===== config.mk =====
export PLATFORM = sky130hd
export DESIGN_NAME = etc_timer
export DESIGN_NICKNAME = d
export VERILOG_FILES = /design/src/design/etc_pkg.sv /design/src/design/etc_tick_gen.sv /design/src/design/etc_timer.sv
export VERILOG_INCLUDE_DIRS = /design/src /design/src/design
export SDC_FILE = /design/constraint.sdc
export NUM_CORES = 1
export LEC_CHECK = 0
export ABC_AREA = 1
export BUFFER_PORTS_ARGS = -buffer_cell sky130_fd_sc_hd__buf_2
export CORE_MARGIN = 1.5
export CORE_UTILIZATION = 60
export DETAILED_ROUTE_END_ITERATION = 8
export PLACE_DENSITY = 0.85
export SYNTH_ARGS = -nofsm -noshare
export SYNTH_HDL_FRONTEND = slang
export SYNTH_SLANG_ARGS = --single-unit

===== constraint.sdc =====
create_clock -name clk_sys -period 4.9 [get_ports clk_sys]
set_clock_uncertainty 0.1 [all_clocks]
set_input_delay 1.47 -clock clk_sys [delete_from_list [all_inputs] [get_ports clk_sys]]
set_output_delay 1.47 -clock clk_sys [all_outputs]
set_load 0.005 [all_outputs]

===== src/design/etc_defs.svh =====
// offsets, field positions, reset values and counts of the timer block
`ifndef ETC_DEFS_SVH
`define ETC_DEFS_SVH

// register byte offsets on the apb bus
`define ETC_OFF_COUNT    12'h000
`define ETC_OFF_COMPARE  12'h004
`define ETC_OFF_CONTROL  12'h008
`define ETC_OFF_ASYNC    12'h00C
`define ETC_OFF_FLAG     12'h010
`define ETC_OFF_MASK     12'h014

// control register field positions
`define ETC_CTRL_CS_LSB    0
`define ETC_CTRL_MODE_LSB  3
`define ETC_CTRL_COM_LSB   5
`define ETC_CTRL_FORCE_BIT 7

// async register, flag and mask bit positions
`define ETC_ASYNC_SEL_BIT  0
`define ETC_FLAG_OVF_BIT   0
`define ETC_FLAG_CMP_BIT   1

// counter extremes
`define ETC_BOTTOM 8'h00
`define ETC_MAX    8'hFF

// reset value of every register
`define ETC_RESET_BYTE 8'h00

// prescaler tap masks, one per divide ratio
`define ETC_DIV1_MASK    10'h000
`define ETC_DIV8_MASK    10'h007
`define ETC_DIV32_MASK   10'h01F
`define ETC_DIV64_MASK   10'h03F
`define ETC_DIV128_MASK  10'h07F
`define ETC_DIV256_MASK  10'h0FF
`define ETC_DIV1024_MASK 10'h3FF

`endif


===== src/design/etc_pkg.sv =====
// types shared by the timer block
package etc_pkg;

  // waveform mode select encodings
  typedef enum logic [1:0] {
    ETC_NORMAL = 2'h0,
    ETC_FAST   = 2'h1,
    ETC_CTC    = 2'h2,
    ETC_PHASE  = 2'h3
  } etc_mode_type;

  // all state of the main timer module
  typedef struct packed {
    logic [7:0]   cnt;        // timer_count
    logic [7:0]   ocr;        // active compare_value
    logic [7:0]   ocr_buf;    // compare_value buffer
    logic [2:0]   cs;         // clock_source_select
    etc_mode_type mode;       // waveform_mode_select
    logic [1:0]   com;        // compare_output_action
    logic         async_sel;  // async_clock_select
    logic         ovf_flag;   // overflow_flag
    logic         cmp_flag;   // compare_flag
    logic         mask_ovf;   // overflow interrupt enable
    logic         mask_cmp;   // compare_interrupt_enable
    logic         dir_down;   // phase correct slope
    logic         block;      // match blocked after count write
    logic         oc;         // compare_output state
    logic         pready;
    logic         pslverr;
    logic [31:0]  prdata;
    logic         ovf_irq;
    logic         cmp_irq;
  } etc_state_type;

  // all state of the tick generator
  typedef struct packed {
    logic [9:0] presc;    // prescaler count
    logic       pin_prev; // last crystal pin level
  } etc_tick_state_type;

endpackage : etc_pkg


===== src/design/etc_tick_gen.sv =====
// timer tick source select and prescaler
`timescale 1ns/1ps
`include "etc_defs.svh"

module etc_tick_gen #(
  parameter int PRESC_BITS = 10
) (
  input  wire logic       clk_sys,
  input  wire logic       reset,
  input  wire logic       async_clock_select,
  input  wire logic [2:0] clock_source_select,
  input  wire logic       crystal_osc_pin_one,
  output logic            timer_tick
);
  import etc_pkg::*;

  // the widest tap needs ten prescaler bits
  if (PRESC_BITS != 10) begin : g_bad_presc
    $error("etc_tick_gen: PRESC_BITS must be 10");
  end

  etc_tick_state_type st;       // registered state
  etc_tick_state_type nx;       // next state
  logic               src_en;   // one source edge this cycle
  logic [9:0]         tap_mask; // prescaler bits that must be all ones

  //////////////////////////////////////////////////////////////////////////
  // source edge and tap selection
  always_comb begin
    nx = st;
    // io clock by default, crystal rising edges when selected
    src_en = async_clock_select ? (crystal_osc_pin_one & ~st.pin_prev)
                                : 1'b1;
    nx.pin_prev = crystal_osc_pin_one;
    if (src_en) begin
      nx.presc = st.presc + 10'h001;
    end
    unique case (clock_source_select)
      3'h1:    tap_mask = `ETC_DIV1_MASK;
      3'h2:    tap_mask = `ETC_DIV8_MASK;
      3'h3:    tap_mask = `ETC_DIV32_MASK;
      3'h4:    tap_mask = `ETC_DIV64_MASK;
      3'h5:    tap_mask = `ETC_DIV128_MASK;
      3'h6:    tap_mask = `ETC_DIV256_MASK;
      default: tap_mask = `ETC_DIV1024_MASK;
    endcase
    // no source selected: no tick at all
    timer_tick = (clock_source_select != 3'h0) & src_en
               & ((st.presc & tap_mask) == tap_mask);
  end

  //////////////////////////////////////////////////////////////////////////
  // state register
  always_ff @(posedge clk_sys) begin
    if (reset) begin
      st <= '0;
    end else begin
      st <= nx;
    end
  end

endmodule : etc_tick_gen


===== src/design/etc_timer.sv =====
// eight bit timer with one compare channel behind an apb slave
//
// The address map and the APB slave port were chosen for this implementation.
`timescale 1ns/1ps
`include "etc_defs.svh"

// Operation
// - tick from io clock, or crystal pin
// - clock source zero stops the counter
// - count register accessible, cpu write wins
// - detect bottom, max, and mode dependent top
// - mode bits pick clear, up or down
// - match sets compare flag on next tick
// - compare flag requests interrupt, ack or w1c
// - pwm modes double buffer compare value
// - cpu reaches buffer or compare register
// - force strobe acts like match outside the pwm modes, no flag
// - count write blocks next tick's match
// - output state survives mode changes
// - output action bits act immediately
// - overflow flag per mode, requests interrupt
// - flags and masks in shared registers
// - normal mode counts up, overflow wrapping
// - clear-on-match mode clears at compare
// - fast pwm counts bottom to max
// - action zero leaves output unchanged
module etc_timer (
  input  wire logic        clk_sys,
  input  wire logic        reset,
  input  wire logic        psel,
  input  wire logic        penable,
  input  wire logic        pwrite,
  input  wire logic [11:0] paddr,
  input  wire logic [31:0] pwdata,
  output logic [31:0]      prdata,
  output logic             pready,
  output logic             pslverr,
  input  wire logic        crystal_osc_pin_one,
  input  wire logic        overflow_ack,
  input  wire logic        compare_ack,
  output logic             compare_output,
  output logic             overflow_irq,
  output logic             compare_irq
);
  import etc_pkg::*;

  etc_state_type st;          // registered state
  etc_state_type nx;          // next state
  logic          timer_tick;  // one cycle per counted tick
  logic          acc;         // apb access phase
  logic          done;        // apb transfer completes at this edge
  logic          wr;          // write completes
  logic          wr_cnt;      // write to timer_count
  logic          wr_cmp;      // write to compare_value
  logic          wr_ctl;      // write to timer_control_reg
  logic          force_wr;    // force strobe accepted
  logic          hit;         // address maps to a register
  logic [31:0]   rdata;       // read mux
  logic          is_pwm;      // double buffering active
  logic          at_bottom;   // counter at bottom
  logic          at_max;      // counter at max
  logic [7:0]    top_val;     // top of the sequence
  logic          match;       // comparator output
  logic          cmp_event;   // match not blocked
  logic          ovf_set;     // overflow event this cycle
  logic          cmp_set;     // compare event this cycle
  logic          ovf_clr;     // overflow flag clear
  logic          cmp_clr;     // compare flag clear
  logic [1:0]    new_com;     // action bits being written
  etc_mode_type  new_mode;    // mode being written

  //////////////////////////////////////////////////////////////////////////
  // tick source and prescaler
  etc_tick_gen #(
    .PRESC_BITS (10)
  ) u_tick (
    .clk_sys             (clk_sys),
    .reset               (reset),
    .async_clock_select  (st.async_sel),
    .clock_source_select (st.cs),
    .crystal_osc_pin_one (crystal_osc_pin_one),
    .timer_tick          (timer_tick)
  );

  //////////////////////////////////////////////////////////////////////////
  // comparator and extreme value detection
  always_comb begin
    at_bottom = (st.cnt == `ETC_BOTTOM);
    at_max    = (st.cnt == `ETC_MAX);
    // only clear-on-match takes its top from the compare value
    top_val   = (st.mode == ETC_CTC) ? st.ocr : `ETC_MAX;
    is_pwm    = (st.mode == ETC_FAST) | (st.mode == ETC_PHASE);
    // comparator runs every cycle, tick or not
    match     = (st.cnt == st.ocr);
    // a count write masks the match of the following tick
    cmp_event = match & ~st.block;
  end

  //////////////////////////////////////////////////////////////////////////
  // apb decode
  always_comb begin
    acc      = psel & penable;
    // one wait state keeps pready and prdata straight from flops
    done     = acc & st.pready;
    wr       = done & pwrite;
    wr_cnt   = wr & (paddr == `ETC_OFF_COUNT);
    wr_cmp   = wr & (paddr == `ETC_OFF_COMPARE);
    wr_ctl   = wr & (paddr == `ETC_OFF_CONTROL);
    new_com  = pwdata[`ETC_CTRL_COM_LSB +: 2];
    new_mode = etc_mode_type'(pwdata[`ETC_CTRL_MODE_LSB +: 2]);
    // force works only when the written mode is not pwm
    force_wr = wr_ctl & pwdata[`ETC_CTRL_FORCE_BIT]
             & ((new_mode == ETC_NORMAL) | (new_mode == ETC_CTC));
    hit      = 1'b1;
    rdata    = 32'h0000_0000;
    unique case (paddr)
      `ETC_OFF_COUNT:   rdata[7:0] = st.cnt;
      // buffer when double buffered, else the live register
      `ETC_OFF_COMPARE: rdata[7:0] = is_pwm ? st.ocr_buf
                                            : st.ocr;
      `ETC_OFF_CONTROL: begin
        // force strobe always reads back zero
        rdata[`ETC_CTRL_CS_LSB +: 3]   = st.cs;
        rdata[`ETC_CTRL_MODE_LSB +: 2] = st.mode;
        rdata[`ETC_CTRL_COM_LSB +: 2]  = st.com;
      end
      `ETC_OFF_ASYNC:   rdata[`ETC_ASYNC_SEL_BIT] = st.async_sel;
      `ETC_OFF_FLAG: begin
        rdata[`ETC_FLAG_OVF_BIT] = st.ovf_flag;
        rdata[`ETC_FLAG_CMP_BIT] = st.cmp_flag;
      end
      `ETC_OFF_MASK: begin
        rdata[`ETC_FLAG_OVF_BIT] = st.mask_ovf;
        rdata[`ETC_FLAG_CMP_BIT] = st.mask_cmp;
      end
      default:          hit = 1'b0;
    endcase
  end

  //////////////////////////////////////////////////////////////////////////
  // next state
  always_comb begin
    nx      = st;
    ovf_set = 1'b0;
    cmp_set = 1'b0;

    // apb handshake: data and error latched in the first access cycle
    nx.pready = acc & ~st.pready;
    if (acc & ~st.pready) begin
      nx.prdata  = rdata;
      nx.pslverr = ~hit;
    end

    // counting; with no tick the counter simply holds
    if (timer_tick) begin
      nx.block = 1'b0;
      unique case (st.mode)
        ETC_NORMAL: begin
          // plain up count, wraps max to bottom
          nx.cnt  = st.cnt + 8'h01;
          ovf_set = at_max;
        end
        ETC_FAST: begin
          // single slope, bottom to max and round again
          nx.cnt  = st.cnt + 8'h01;
          ovf_set = at_max;
        end
        ETC_CTC: begin
          // clear at top, which is the compare value
          if (st.cnt == top_val) begin
            nx.cnt = `ETC_BOTTOM;
          end else begin
            nx.cnt = st.cnt + 8'h01;
          end
          ovf_set = at_max;
        end
        ETC_PHASE: begin
          // dual slope; overflow on reaching bottom
          if (!st.dir_down) begin
            if (at_max) begin
              nx.dir_down = 1'b1;
              nx.cnt      = st.cnt - 8'h01;
            end else begin
              nx.cnt      = st.cnt + 8'h01;
            end
          end else if (at_bottom) begin
            nx.dir_down = 1'b0;
            nx.cnt      = st.cnt + 8'h01;
            ovf_set     = 1'b1;
          end else begin
            nx.cnt      = st.cnt - 8'h01;
          end
        end
      endcase

      // compare flag lands on the tick after the match
      if (cmp_event) begin
        cmp_set = 1'b1;
        // action bits are read live, never buffered
        unique case (st.mode)
          ETC_NORMAL, ETC_CTC: begin
            unique case (st.com)
              2'h0: nx.oc = st.oc;
              2'h1: nx.oc = ~st.oc;
              2'h2: nx.oc = 1'b0;
              2'h3: nx.oc = 1'b1;
            endcase
          end
          ETC_FAST: begin
            if (st.com[1]) begin
              nx.oc = st.com[0];
            end
          end
          ETC_PHASE: begin
            // up slope like fast pwm, down slope inverted
            if (st.com[1]) begin
              nx.oc = st.com[0] ^ st.dir_down;
            end
          end
        endcase
      end

      // bottom end of the fast pwm period
      if ((st.mode == ETC_FAST) && at_max) begin
        if (st.com[1]) begin
          nx.oc = ~st.com[0];
        end
        // reload at the wrap so each period sees one value
        nx.ocr = st.ocr_buf;
      end
      // phase correct reloads at top
      if ((st.mode == ETC_PHASE) && at_max && !st.dir_down) begin
        nx.ocr = st.ocr_buf;
      end
    end

    // processor count write overrides clear and count
    if (wr_cnt) begin
      nx.cnt   = pwdata[7:0];
      nx.block = 1'b1;
    end

    // compare value: buffer in pwm, live register otherwise
    if (wr_cmp) begin
      nx.ocr_buf = pwdata[7:0];
      if (!is_pwm) begin
        nx.ocr = pwdata[7:0];
      end
    end

    // control; mode change leaves the output state alone
    if (wr_ctl) begin
      nx.cs   = pwdata[`ETC_CTRL_CS_LSB +: 3];
      nx.mode = new_mode;
      nx.com  = new_com;
    end
    // forced match moves the output only, with written bits
    if (force_wr) begin
      unique case (new_com)
        2'h0: nx.oc = st.oc;
        2'h1: nx.oc = ~st.oc;
        2'h2: nx.oc = 1'b0;
        2'h3: nx.oc = 1'b1;
      endcase
    end

    if (wr & (paddr == `ETC_OFF_ASYNC)) begin
      nx.async_sel = pwdata[`ETC_ASYNC_SEL_BIT];
    end
    if (wr & (paddr == `ETC_OFF_MASK)) begin
      nx.mask_ovf = pwdata[`ETC_FLAG_OVF_BIT];
      nx.mask_cmp = pwdata[`ETC_FLAG_CMP_BIT];
    end

    // flags: one to clear or interrupt ack, but a set wins
    ovf_clr = overflow_ack
            | (wr & (paddr == `ETC_OFF_FLAG) & pwdata[`ETC_FLAG_OVF_BIT]);
    cmp_clr = compare_ack
            | (wr & (paddr == `ETC_OFF_FLAG) & pwdata[`ETC_FLAG_CMP_BIT]);
    nx.ovf_flag = (st.ovf_flag & ~ovf_clr) | ovf_set;
    nx.cmp_flag = (st.cmp_flag & ~cmp_clr) | cmp_set;

    // requests follow the flags through their masks
    nx.ovf_irq = nx.ovf_flag & nx.mask_ovf;
    nx.cmp_irq = nx.cmp_flag & nx.mask_cmp;
  end

  //////////////////////////////////////////////////////////////////////////
  // state register; reset zeroes every field
  always_ff @(posedge clk_sys) begin
    if (reset) begin
      st <= '0;
    end else begin
      st <= nx;
    end
  end

  // outputs straight from the state flops
  assign prdata         = st.prdata;
  assign pready         = st.pready;
  assign pslverr        = st.pslverr;
  assign compare_output = st.oc;
  assign overflow_irq   = st.ovf_irq;
  assign compare_irq    = st.cmp_irq;
endmodule : etc_timer

==> metrics.md, run 1 <==
| Metric | Value |
|---|---|
| Clk network pwr share | 47.8% |
| Layout cell share with drive strength beyond 1 | 13.0% |
| Layout fillers | 633 |
| N_diodes | 0 |
| Run status | complete, no violations |
| Drt total wl | 11,300 um |
| Synth cell count leaders | nand2_1, inv_1, nor2_1, dfxtp_1, o21ai_0 |
| Avg Cell Area, Syn | 6.30 um2 |
| Die area | 0.00741 mm2 |
| Gr ovfl total | 0 |
| Vias in the first global route | 3,805 |
| Yosys reg bits | 62 |
| Initial Util | 61.6% |
| Synth Instances | 657 |
| Most frequent cell after synthesis | nand2_1 |
| Multi-input gate area | 0.00233 mm2 |
| EDFF count, synth | 0 |
| WL/cell | 14.6 um |
| Share of the synthesized area in the top cell type | 30.0% |
| Hold Crit Class | register to register |
| Net Sw Frac | 23.0% |
| Fin crit period | 2.88 ns |
| VDD IR-drop max | 0.219 mV |
| Yosys top cell by area | dfxtp_1 |
| Ys flop type | dfxtp_1 |
| Type of the worst setup path | input pin to register |
| P_sw | 0.251 mW |
| Ys async rst share | 0% |
| Site row count | 30 |
| Port Buffers | 40 |
| Mapped Area | 0.00414 mm2 |
| Pwr Density | 244 mW/mm2 |
| Post-synthesis to final-layout area growth | 8.01% |
| Die X | 86.1 um |
| Fin nets | 745 |
| Initial antenna violation count | 0 |
| Pin count of the biggest net entering global routing | 38 |
| Worst EP arrival | 3.06 ns |
| GRT Total Usage | 31.2% |
| Setup TNS | 0 ns |
| Synth warn | 0 |
| Maxcap violations | 0 |
| Max Clock Freq | 347 MHz |
| Core area | 0.00672 mm2 |
| Clock Latency Late Sink | 0.35 ns |
| Critical Path RT | 5.07 ns |
| First-pass GRT wire length | 18,000 um |
| H-tree levels | 3 |
| Register area | 0.00124 mm2 |
| Die height | 86.1 um |
| Io pins | 89 |
| Period utilisation layout | 58.9% |
| Post-CTS setup buffer count | 0 |
| RePlAce Congestion | 0.938 |
| Seq pwr share | 46.9% |
| Worst-Margin Slew | 0.677 ns |
| Cells resized by post-CTS repair | 0 |
| Number of DRC markers in iteration 0 | 381 |
| Startpoint Class | input pin |
| Final setup vio count | 0 |
| First-pass DRT Iterations | 5 |
| Internal | 0.842 mW |
| Detailed Place HPWL | 8480 um |
| Post-CTS Hold Buffers | 0 |
| CTS Root Cell | clkbuf_8 |
| Via density | 5.58 |
| Seq/Total Area, Yosys | 30.0% |
| Drc violations | 0 |
| Worst-path clk slew | 0.07 ns |
| Fin. max-slew vios | 0 |
| Crit path max fanout | 14 |
| Slew HR | 54.8% |
| CTS tree | done |
| Final Util | 66.6% |
| Inserted Clock Buffers | 9 |
| Endpoints failing hold | 0 |
| Synth top area cells | dfxtp_1, nand2_1, inv_1 |
| CP Capture Type | register |
| # clock sinks | 62 |
| Synth cell types | 39 |
| Total number of vias | 4,316 |
| Routed Antenna Nets | 0 |
| RSZ-0062 raised after global routing | no |
| Share of power burned in combinational logic | 5.3% |
| Leakage Power | 2.19 nW |
| Clock tree buffer depth | 2 |
cell usage in the layout (no fill, tap or decap), drive strengths merged, types with 7 or more instances in the layout:
| cell | n |
|---|---|
| a21oi | 47 |
| inv | 95 |
| a211oi | 7 |
| nor3 | 11 |
| buf | 41 |
| clkbuf | 11 |
| nand4 | 9 |
| conb | 24 |
| nand2 | 159 |
| o21ai | 61 |
| dfxtp | 62 |
| nor2 | 75 |
| nand3 | 57 |
final timing paths:
kind                       from        endpoint  slack (ns)  cells after the start
setup / recovery         pwrite  compare_output        2.02                      9
hold reg to reg   u_tick.st[10]   u_tick.st[10]        0.36                      2
setup reg to reg         st[46]          st[72]        2.45                     10
hold / removal    u_tick.st[10]   u_tick.st[10]        0.36                      2
power groups by stage:
| stage | Combinational [mW] | Clock (mW) | Sequential [mW] |
|---|---|---|---|
| 2_1_floorplan | 0.0468 | 0 | 0.523 |
| 3_3_place_gp | 0.0555 | 0 | 0.523 |
| 6_report | 0.0583 | 0.523 | 0.512 |
| 4_1_cts | 0.0576 | 0.523 | 0.512 |
| 5_1_grt | 0.0655 | 0.542 | 0.512 |
| 3_5_place_dp | 0.0573 | 0 | 0.523 |
registers in the layout (all words and copies together) (netlist names):
| signal | cells |
|---|---|
| pready | 1 |
| pslverr | 1 |
| overflow_irq | 1 |
| compare_output | 1 |
| compare_irq | 1 |
| st | 38 |
| u_tick.st | 11 |
| prdata | 8 |
cell families (layout without fill, tap and decap cells):
kind of cell | Yosys count | after routing | synth area share [%]
flip-flops | 62 | 62 | 30.0
buffers and inverters | 139 | 153 | 16.0
AO/OA/AOI/OAI | 129 | 129 | 16.8
other | 1 | 24 | 0.0905
XOR/XNOR | 8 | 8 | 1.69
adder cells (fa/ha/maj) | 4 | 4 | 1.21
AND/OR/NAND/NOR | 314 | 314 | 34.3
layout make-up:
type                            instances  share of cell area (%)
Clock inverter                          5                    1.82
Tap cell                               80                    2.24
Multi-Input combinational cell        479                    52.0
Timing Repair Buffer                   41                    4.64
Inverter                               96                    8.17
Sequential cell                        62                    27.7
Clock buffer                           11                    3.38
worst max-delay path: stages:
cell and delay (ns):
buf_2 0.09, nand4_2 0.22, inv_1 0.18, nand3_1 0.35, nor2_1 0.28, nand3_1 0.11, o21ai_0 0.17, nand2_1 0.07
a21oi_1 0.10
routing by layer:
layer | vias up | wire length, um | track usage [%]
met4 | 0 | 454 | 15.7
met3 | 37 | 869 | 5.10
met5 | - | 0 | 0
li1 | 2139 | - | -
met2 | 210 | 5160 | 49.3
met1 | 1930 | 4800 | 41.2
per-stage QoR:
step	std cells	hold slack, ns	power [mW]	setup WS (ns)	area, um2
floorplan	680	0.321	0.570	2.07	4230
global placement	758	0.329	0.579	1.70	4240
detailed placement	758	0.346	0.581	1.67	4240
CTS	774	0.356	1.09	2.02	4470
global route	774	0.363	1.12	1.77	4470
finish	774	0.358	1.09	2.02	4470
Power figures use the tool's default switching activity.
==> run 2: changes to the inputs <==
--- a/config.mk
+++ b/config.mk
@@ -6,12 +6,12 @@
 export SDC_FILE = /design/constraint.sdc
 export NUM_CORES = 1
 export LEC_CHECK = 0
-export ABC_AREA = 1
+export ABC_AREA = 0
 export BUFFER_PORTS_ARGS = -buffer_cell sky130_fd_sc_hd__buf_2
 export CORE_MARGIN = 1.5
-export CORE_UTILIZATION = 60
+export CORE_UTILIZATION = 49
 export DETAILED_ROUTE_END_ITERATION = 8
-export PLACE_DENSITY = 0.85
+export PLACE_DENSITY = 0.75
 export SYNTH_ARGS = -nofsm -noshare
 export SYNTH_HDL_FRONTEND = slang
 export SYNTH_SLANG_ARGS = --single-unit
==> constraint.sdc (replaced) <==
create_clock -name clk_sys -period 2.59 [get_ports clk_sys]
set_clock_uncertainty 0.1 [all_clocks]
set_input_delay 0.777 -clock clk_sys [delete_from_list [all_inputs] [get_ports clk_sys]]
set_output_delay 0.777 -clock clk_sys [all_outputs]
set_load 0.005 [all_outputs]
==> run 2 against run 1 <==
Effect of this change: die area rose by 8.5%; final cell count fell by 23%; total power rose by 78%; setup slack got worse by 1.8 ns; register-to-register slack got worse by 2.2 ns; critical path depth fell by 2; clock-buffer cell count fell by 2; critical endpoint is now st[70]; largest power group is now sequential cells; highest routed layer unchanged.
==> metrics.md, run 2 <==
| Metric | Value |
|---|---|
| Run status | complete, no violations (unchanged) |
| Die area | 0.00804 mm2 (was 0.00741 mm2) |
| Post-CTS setup buffer count | 0 (unchanged) |
| Inserted Clock Buffers | 9 (unchanged) |
| Setup TNS | 0 ns (unchanged) |
| Drt total wl | 9450 um (was 11,300 um) |
| Worst path slowest cell | dfxtp_1 (was nand3_1) |
| Ys flop type | dfxtp_1 (unchanged) |
| Commonest non-fill, non-tap cell in the layout | nor2_1 (was nand2_1) |
| Die X | 89.7 um (was 86.1 um) |
| Leakage Power | 1.60 nW (was 2.19 nW) |
| Share of power burned in combinational logic | 5.9% (was 5.3%) |
| Startpoint Class | register (was input pin) |
| # clock sinks | 62 (unchanged) |
| Seq/Total Area, Yosys | 33.7% (was 30.0%) |
| Reg with most FFs | st (unchanged) |
| Worst-Margin Slew | 0.517 ns (was 0.677 ns) |
| RSZ-0062 raised after global routing | no (unchanged) |
| VDD IR-drop max | 0.330 mV (was 0.219 mV) |
| Type of the worst setup path | register to register (was input pin to register) |
| Largest stage delay, worst path | 0.50 ns (was 0.35 ns) |
| Critical Path RT | 2.75 ns (was 5.07 ns) |
| Die height | 89.7 um (was 86.1 um) |
| Initial Util | 50.8% (was 61.6%) |
| Number of DRC markers in iteration 0 | 302 (was 381) |
| Synth Instances | 445 (was 657) |
| Mapped Area | 0.00368 mm2 (was 0.00414 mm2) |
| Ordered list of cells on the worst path | ha_1 > nand3_1 > nor2_2 > a2bb2oi_4 > mux2_1 > a32o_1 > a31o_1 (was buf_2 > nand4_2 > inv_1 > nand3_1 > nor2_1 > nand3_1 > o21ai_0 > nand2_1 > a21oi_1) |
| H-tree levels | 3 (unchanged) |
| Post-synthesis to final-layout area growth | 12.1% (was 8.01%) |
| Yosys top cell by area | dfxtp_1 (unchanged) |
| Share of the synthesized area in the top cell type | 33.7% (was 30.0%) |
| Endpoints failing hold | 0 (unchanged) |
| Period utilisation layout | 90.8% |
| Cell area after placement | 0.00393 mm2 (was 0.00424 mm2) |
| Clock Latency Late Sink | 0.36 ns (was 0.35 ns) |
| Pin count of the biggest net entering global routing | 33 (was 38) |
| First-pass GRT wire length | 14,900 um (was 18,000 um) |
| Layout fillers | 727 (was 633) |
| Via density | 5.69 (was 5.58) |
| Ys async rst share | 0% (unchanged) |
| Slew HR | 65.5% (was 54.8%) |
| Synth cell types | 65 (was 39) |
| Gr ovfl total | 0 (unchanged) |
| Cells resized by post-CTS repair | 0 (unchanged) |
| Core area | 0.00725 mm2 (was 0.00672 mm2) |
| CTS tree | done (unchanged) |
| CTS Root Cell | clkbuf_8 (unchanged) |
| Layout cell share with drive strength beyond 1 | 20.4% (was 13.0%) |
| Max Clock Freq | 425 MHz |
| Post-CTS Hold Buffers | 0 (unchanged) |
| Io pins | 89 (unchanged) |
| Drc violations | 0 (unchanged) |
| Worst EP arrival | 2.51 ns (was 3.06 ns) |
| Synth cell count leaders | nor2_1, dfxtp_1, nand2_1, buf_4, mux2i_1 (was nand2_1, inv_1, nor2_1, dfxtp_1, o21ai_0) |
| Detailed Place HPWL | 6970 um (was 8480 um) |
| Pwr Density | 471 mW/mm2 (was 244 mW/mm2) |
| Avg Cell Area, Syn | 8.27 um2 (was 6.30 um2) |
| Crit path max fanout | 7 (was 14) |
| Synth top area cells | dfxtp_1, nor2_1, buf_4 (was dfxtp_1, nand2_1, inv_1) |
| Clk network pwr share | 44.2% (was 47.8%) |
| Fin nets | 547 (was 745) |
| Max reg flops | 38 (unchanged) |
| Worst-path clk slew | 0.09 ns (was 0.07 ns) |
| First-pass DRT Iterations | 5 (unchanged) |
| Routed Antenna Nets | 0 (unchanged) |
| EDFF count, synth | 0 (unchanged) |
| Net Sw Frac | 25.5% (was 23.0%) |
| Initial antenna violation count | 0 (unchanged) |
| Synth warn | 0 (unchanged) |
| WL/cell | 15.9 um (was 14.6 um) |
| CP Capture Type | register (unchanged) |
| Internal | 1.45 mW (was 0.842 mW) |
| Fin. max-slew vios | 0 (unchanged) |
| RePlAce Congestion | 0.894 (was 0.938) |
| Register area | 0.00124 mm2 (unchanged) |
| Multi-input gate area | 0.00216 mm2 (was 0.00233 mm2) |
| P_sw | 0.495 mW (was 0.251 mW) |
| Most frequent cells in the layout | nor2_1, dfxtp_1, nand2_1 (was nand2_1, inv_1, nor2_1) |
| Maxcap violations | 0 (unchanged) |
| Final Instance Area | 0.00413 mm2 (was 0.00447 mm2) |
| Total number of vias | 3,384 (was 4,316) |
| Seq pwr share | 49.9% (was 46.9%) |
| Site row count | 31 (was 30) |
| Yosys reg bits | 62 (unchanged) |
| Hold Crit Class | register to register (unchanged) |
| Final setup vio count | 0 (unchanged) |
| Most frequent cell after synthesis | nor2_1 (was nand2_1) |
| GRT Total Usage | 24.8% (was 31.2%) |
| Clock tree buffer depth | 2 (unchanged) |
| Port Buffers | 40 (unchanged) |
| Vias in the first global route | 3,104 (was 3,805) |
| Fin crit period | 2.35 ns |
| N_diodes | 0 (unchanged) |
-- run 2: cells by family (layout without fill, tap and decap cells) --
logic type                 after synthesis  count (layout)  synth area share (%)
and+or+nand+nor                        187             187                  25.8
AOI/OAI and AO/OA                       80              80                  15.5
DFF                                     62              62                  33.7
buffers and inverters                   60              88                  10.0
muxes                                   31              31                  8.70
xor gates and xnor gates                20              20                  4.76
adders and majority gates                4               4                  1.36
other                                    1              24                 0.102
-- run 2: power by group through the flow --
stage	clock network (mW)	registers [mW]	logic (mW)
finish	0.859	0.969	0.115
global route	0.913	0.969	0.130
global placement	0	0.990	0.111
CTS	0.874	0.969	0.113
detailed placement	0	0.990	0.113
floorplan	0	0.989	0.0861
-- run 2: worst paths after layout --
path | start | endpoint | slack [ns] | cells after the start
worst max-delay path | st[68] | st[70] | 0.24 | 7
worst min-delay path | st[57] | st[57] | 0.37 | 2
worst max register to register | st[68] | st[70] | 0.24 | 7
worst min register to register | st[57] | st[57] | 0.37 | 2
-- run 2: final cells by class --
cell class,count,area share (%)
multi-input cells,346,52.3
flip-flops and latches,62,30.1
repair buffers,63,9.03
clock buffers,9,3.00
well taps,99,3.00
clock inverters,7,1.82
inverters,9,0.818
-- run 2: critical path: cells and delay by family (launching register included) --
family	cells	cell delay, ns
AO/OA/AOI/OAI	3	0.59
flip-flops	1	0.50
AND/OR/NAND/NOR	2	0.48
multiplexers	1	0.36
adder cells (fa/ha/maj)	1	0.23
-- run 2: per-layer routing --
metal | up-vias | GRT usage (%) | routed length [um]
met5 | - | 0 | 0
met4 | 0 | 9.79 | 220
met3 | 23 | 6.12 | 676
met2 | 141 | 39.9 | 4570
met1 | 1604 | 31.9 | 3980
li1 | 1616 | - | -
-- run 2: metrics by stage --
| step | worst slack (ns) | power (mW) | std cells | hold WS, ns | util (%) |
|---|---|---|---|---|---|
| after floorplan | 0.198 | 1.08 | 468 | 0.341 | - |
| after global placement | 0.108 | 1.10 | 579 | 0.352 | 54.2 |
| after detailed placement | 0.0786 | 1.10 | 579 | 0.361 | 54.2 |
| after CTS | 0.253 | 1.96 | 595 | 0.369 | 56.9 |
| after global routing | 0.160 | 2.01 | 595 | 0.394 | 56.9 |
| final | 0.237 | 1.94 | 595 | 0.371 | 56.9 |
==> run 3: changes to the inputs <==
--- a/config.mk
+++ b/config.mk
@@ -9,9 +9,9 @@
 export ABC_AREA = 0
 export BUFFER_PORTS_ARGS = -buffer_cell sky130_fd_sc_hd__buf_2
 export CORE_MARGIN = 1.5
-export CORE_UTILIZATION = 49
+export CORE_UTILIZATION = 54
 export DETAILED_ROUTE_END_ITERATION = 8
-export PLACE_DENSITY = 0.75
+export PLACE_DENSITY = 0.78
 export SYNTH_ARGS = -nofsm -noshare
 export SYNTH_HDL_FRONTEND = slang
 export SYNTH_SLANG_ARGS = --single-unit
==> constraint.sdc (replaced) <==
create_clock -name clk_sys -period 2.2 [get_ports clk_sys]
set_clock_uncertainty 0.1 [all_clocks]
set_input_delay 0.66 -clock clk_sys [delete_from_list [all_inputs] [get_ports clk_sys]]
set_output_delay 0.66 -clock clk_sys [all_outputs]
set_load 0.005 [all_outputs]
==> run 3 against run 2 <==
Effect of this change: highest routed layer unchanged; sequential cell count stayed put; the flow now finishes with violations (design-rule violations); non-clock buffer count rose by 26; utilization grew 11 points; global-route usage increased by 3.1 points; register-to-register slack got worse by 0.17 ns; clock-buffer cell count stayed put; hold slack better by 0.0013 ns; critical path type unchanged.
==> metrics.md, run 3 (same netlist as run 2, synthesis figures left out) <==
| Metric | Value |
|---|---|
| Drc violations | 3 (was 0) |
| Worst-path clk slew | 0.08 ns (was 0.09 ns) |
| Critical Path RT | 2.34 ns (was 2.75 ns) |
| Drt total wl | 9740 um (was 9450 um) |
| Max Clock Freq | 468 MHz (was 425 MHz) |
| Site row count | 29 (was 31) |
| Worst EP arrival | 2.27 ns (was 2.51 ns) |
| First-pass DRT Iterations | 7 (was 5) |
| Inserted Clock Buffers | 9 (unchanged) |
| Io pins | 89 (unchanged) |
| Clock tree buffer depth | 2 (unchanged) |
| Cell area after placement | 0.00412 mm2 (was 0.00393 mm2) |
| Initial antenna violation count | 0 (unchanged) |
| Pin count of the biggest net entering global routing | 40 (was 33) |
| Die area | 0.00732 mm2 (was 0.00804 mm2) |
| Hold depth | 2 (unchanged) |
| Layout fillers | 539 (was 727) |
| Port Buffers | 40 (unchanged) |
| Fin. max-slew vios | 0 (unchanged) |
| Leakage Power | 1.75 nW (was 1.60 nW) |
| Slew HR | 65.4% (was 65.5%) |
| Vias in the first global route | 3,299 (was 3,104) |
| CTS tree | done (unchanged) |
| Maxcap violations | 0 (unchanged) |
| Final setup vio count | 0 (unchanged) |
| Routed Antenna Nets | 0 (unchanged) |
| Fin nets | 573 (was 547) |
| Initial Util | 57.0% (was 50.8%) |
| CP Capture Type | register (unchanged) |
| Final Instance Area | 0.00436 mm2 (was 0.00413 mm2) |
| Via density | 5.78 (was 5.69) |
| Startpoint Class | register (unchanged) |
| Run status | complete, but fails checks (was complete, no violations) |
| Crit path max fanout | 9 (was 7) |
| CTS Root Cell | clkbuf_8 (unchanged) |
| RePlAce Congestion | 0.963 (was 0.894) |
| Fin worst setup slack | 0.0642 ns (was 0.237 ns) |
| Pre-CTS setup slack | -0.202 ns (was 0.0786 ns) |
| GRT Total Usage | 27.9% (was 24.8%) |
| Hold Crit Class | register to register (unchanged) |
| Total number of vias | 3,460 (was 3,384) |
| Post-CTS Hold Buffers | 0 (unchanged) |
| Core area | 0.00646 mm2 (was 0.00725 mm2) |
| VDD IR-drop max | 0.406 mV (was 0.330 mV) |
| Detailed Place HPWL | 7320 um (was 6970 um) |
| Layout cell share with drive strength beyond 1 | 27.0% (was 20.4%) |
| Gr ovfl total | 0 (unchanged) |
| Endpoints failing hold | 0 (unchanged) |
| H-tree levels | 3 (unchanged) |
| Type of the worst setup path | register to register (unchanged) |
| Fin crit period | 2.14 ns (was 2.35 ns) |
| Most frequent cells in the layout | nor2_1, dfxtp_1, buf_4 (was nor2_1, dfxtp_1, nand2_1) |
| Reg with most FFs | st (unchanged) |
| First-pass GRT wire length | 15,900 um (was 14,900 um) |
| N_diodes | 0 (unchanged) |
| Pwr Density | 526 mW/mm2 (was 471 mW/mm2) |
| WL/cell | 16.3 um (was 15.9 um) |
| Number of DRC markers in iteration 0 | 184 (was 302) |
| Worst-Margin Slew | 0.519 ns (was 0.517 ns) |
| Clock Latency Late Sink | 0.35 ns (was 0.36 ns) |
| Die X | 85.6 um (was 89.7 um) |
| Max reg flops | 38 (unchanged) |
| Die height | 85.6 um (was 89.7 um) |
| Period utilisation layout | 97.1% (was 90.8%) |
| Commonest non-fill, non-tap cell in the layout | nor2_1 (unchanged) |
| # clock sinks | 62 (unchanged) |
| Failing checks | design-rule violations |
| FF-to-FF path depth | 6 (was 7) |
| Hold slack | 0.372 ns (was 0.371 ns) |
| Post-synthesis to final-layout area growth | 18.4% (was 12.1%) |
==> run 3: changes by cell type in the layout (fill, tap and decap cells not counted), sizes merged <==
cell / before / now
inv: 9 / 10
buf: 63 / 89
clkinvlp: 3 / 1
clkinv: 3 / 4
==> run 3: routing by layer <==
metal	vias to the layer above	wire, um	global-route usage (%)
met5	-	0	0
met4	0	153	8.06
met3	14	585	5.58
met2	130	4760	46.9
met1	1648	4240	36.4
li1	1668	-	-
==> run 3: cell type report <==
class	count	area [um2]	area share [%]
tap	77	96.3	2.21
timing repair buffer	89	584	13.4
multi-input combinational	346	2190	50.3
clock inverter	7	73.8	1.69
inverter	9	33.8	0.775
clock buffer	9	124	2.84
sequential	62	1250	28.7
==> run 3: timing repair <==
item / in CTS / in global routing
setup endpoints to repair: 2 / 17
gates resized for setup: 2 / 13
buffers inserted: 0 / 1
pin swaps: 0 / 4
endpoints found under the hold margin: 0 / 0
==> run 3: stage by stage <==
step | instances | power [mW] | util, % | TNS (ns)
2_1_floorplan | 468 | 1.27 | - | 0
4_1_cts | 598 | 2.30 | 66.9 | 0
3_3_place_gp | 582 | 1.30 | 63.7 | -1.04
3_5_place_dp | 582 | 1.30 | 63.7 | -2.46
6_report | 599 | 2.29 | 67.5 | 0
5_1_grt | 599 | 2.38 | 67.5 | -0.00454
==> run 3: worst paths after layout <==
kind | start | to | slack (ns)
setup / recovery | st[71] | st[70] | 0.06
hold / removal | st[56] | st[56] | 0.37
setup reg to reg | st[71] | st[70] | 0.06
hold reg to reg | st[56] | st[56] | 0.37
==> run 3: worst max-delay path, stage by stage, from the launching register on <==
cell	delay (ns)
dfxtp_4	0.39
nor4_4	0.28
and3_4	0.26
a2bb2oi_4	0.19
mux2_1	0.37
a32o_1	0.26
a31o_1	0.17
==> run 3: power breakdown <==
group | switching, mW | internal (mW)
logic | 0.0883 | 0.0521
registers | 0.00741 | 1.13
clock network | 0.487 | 0.526
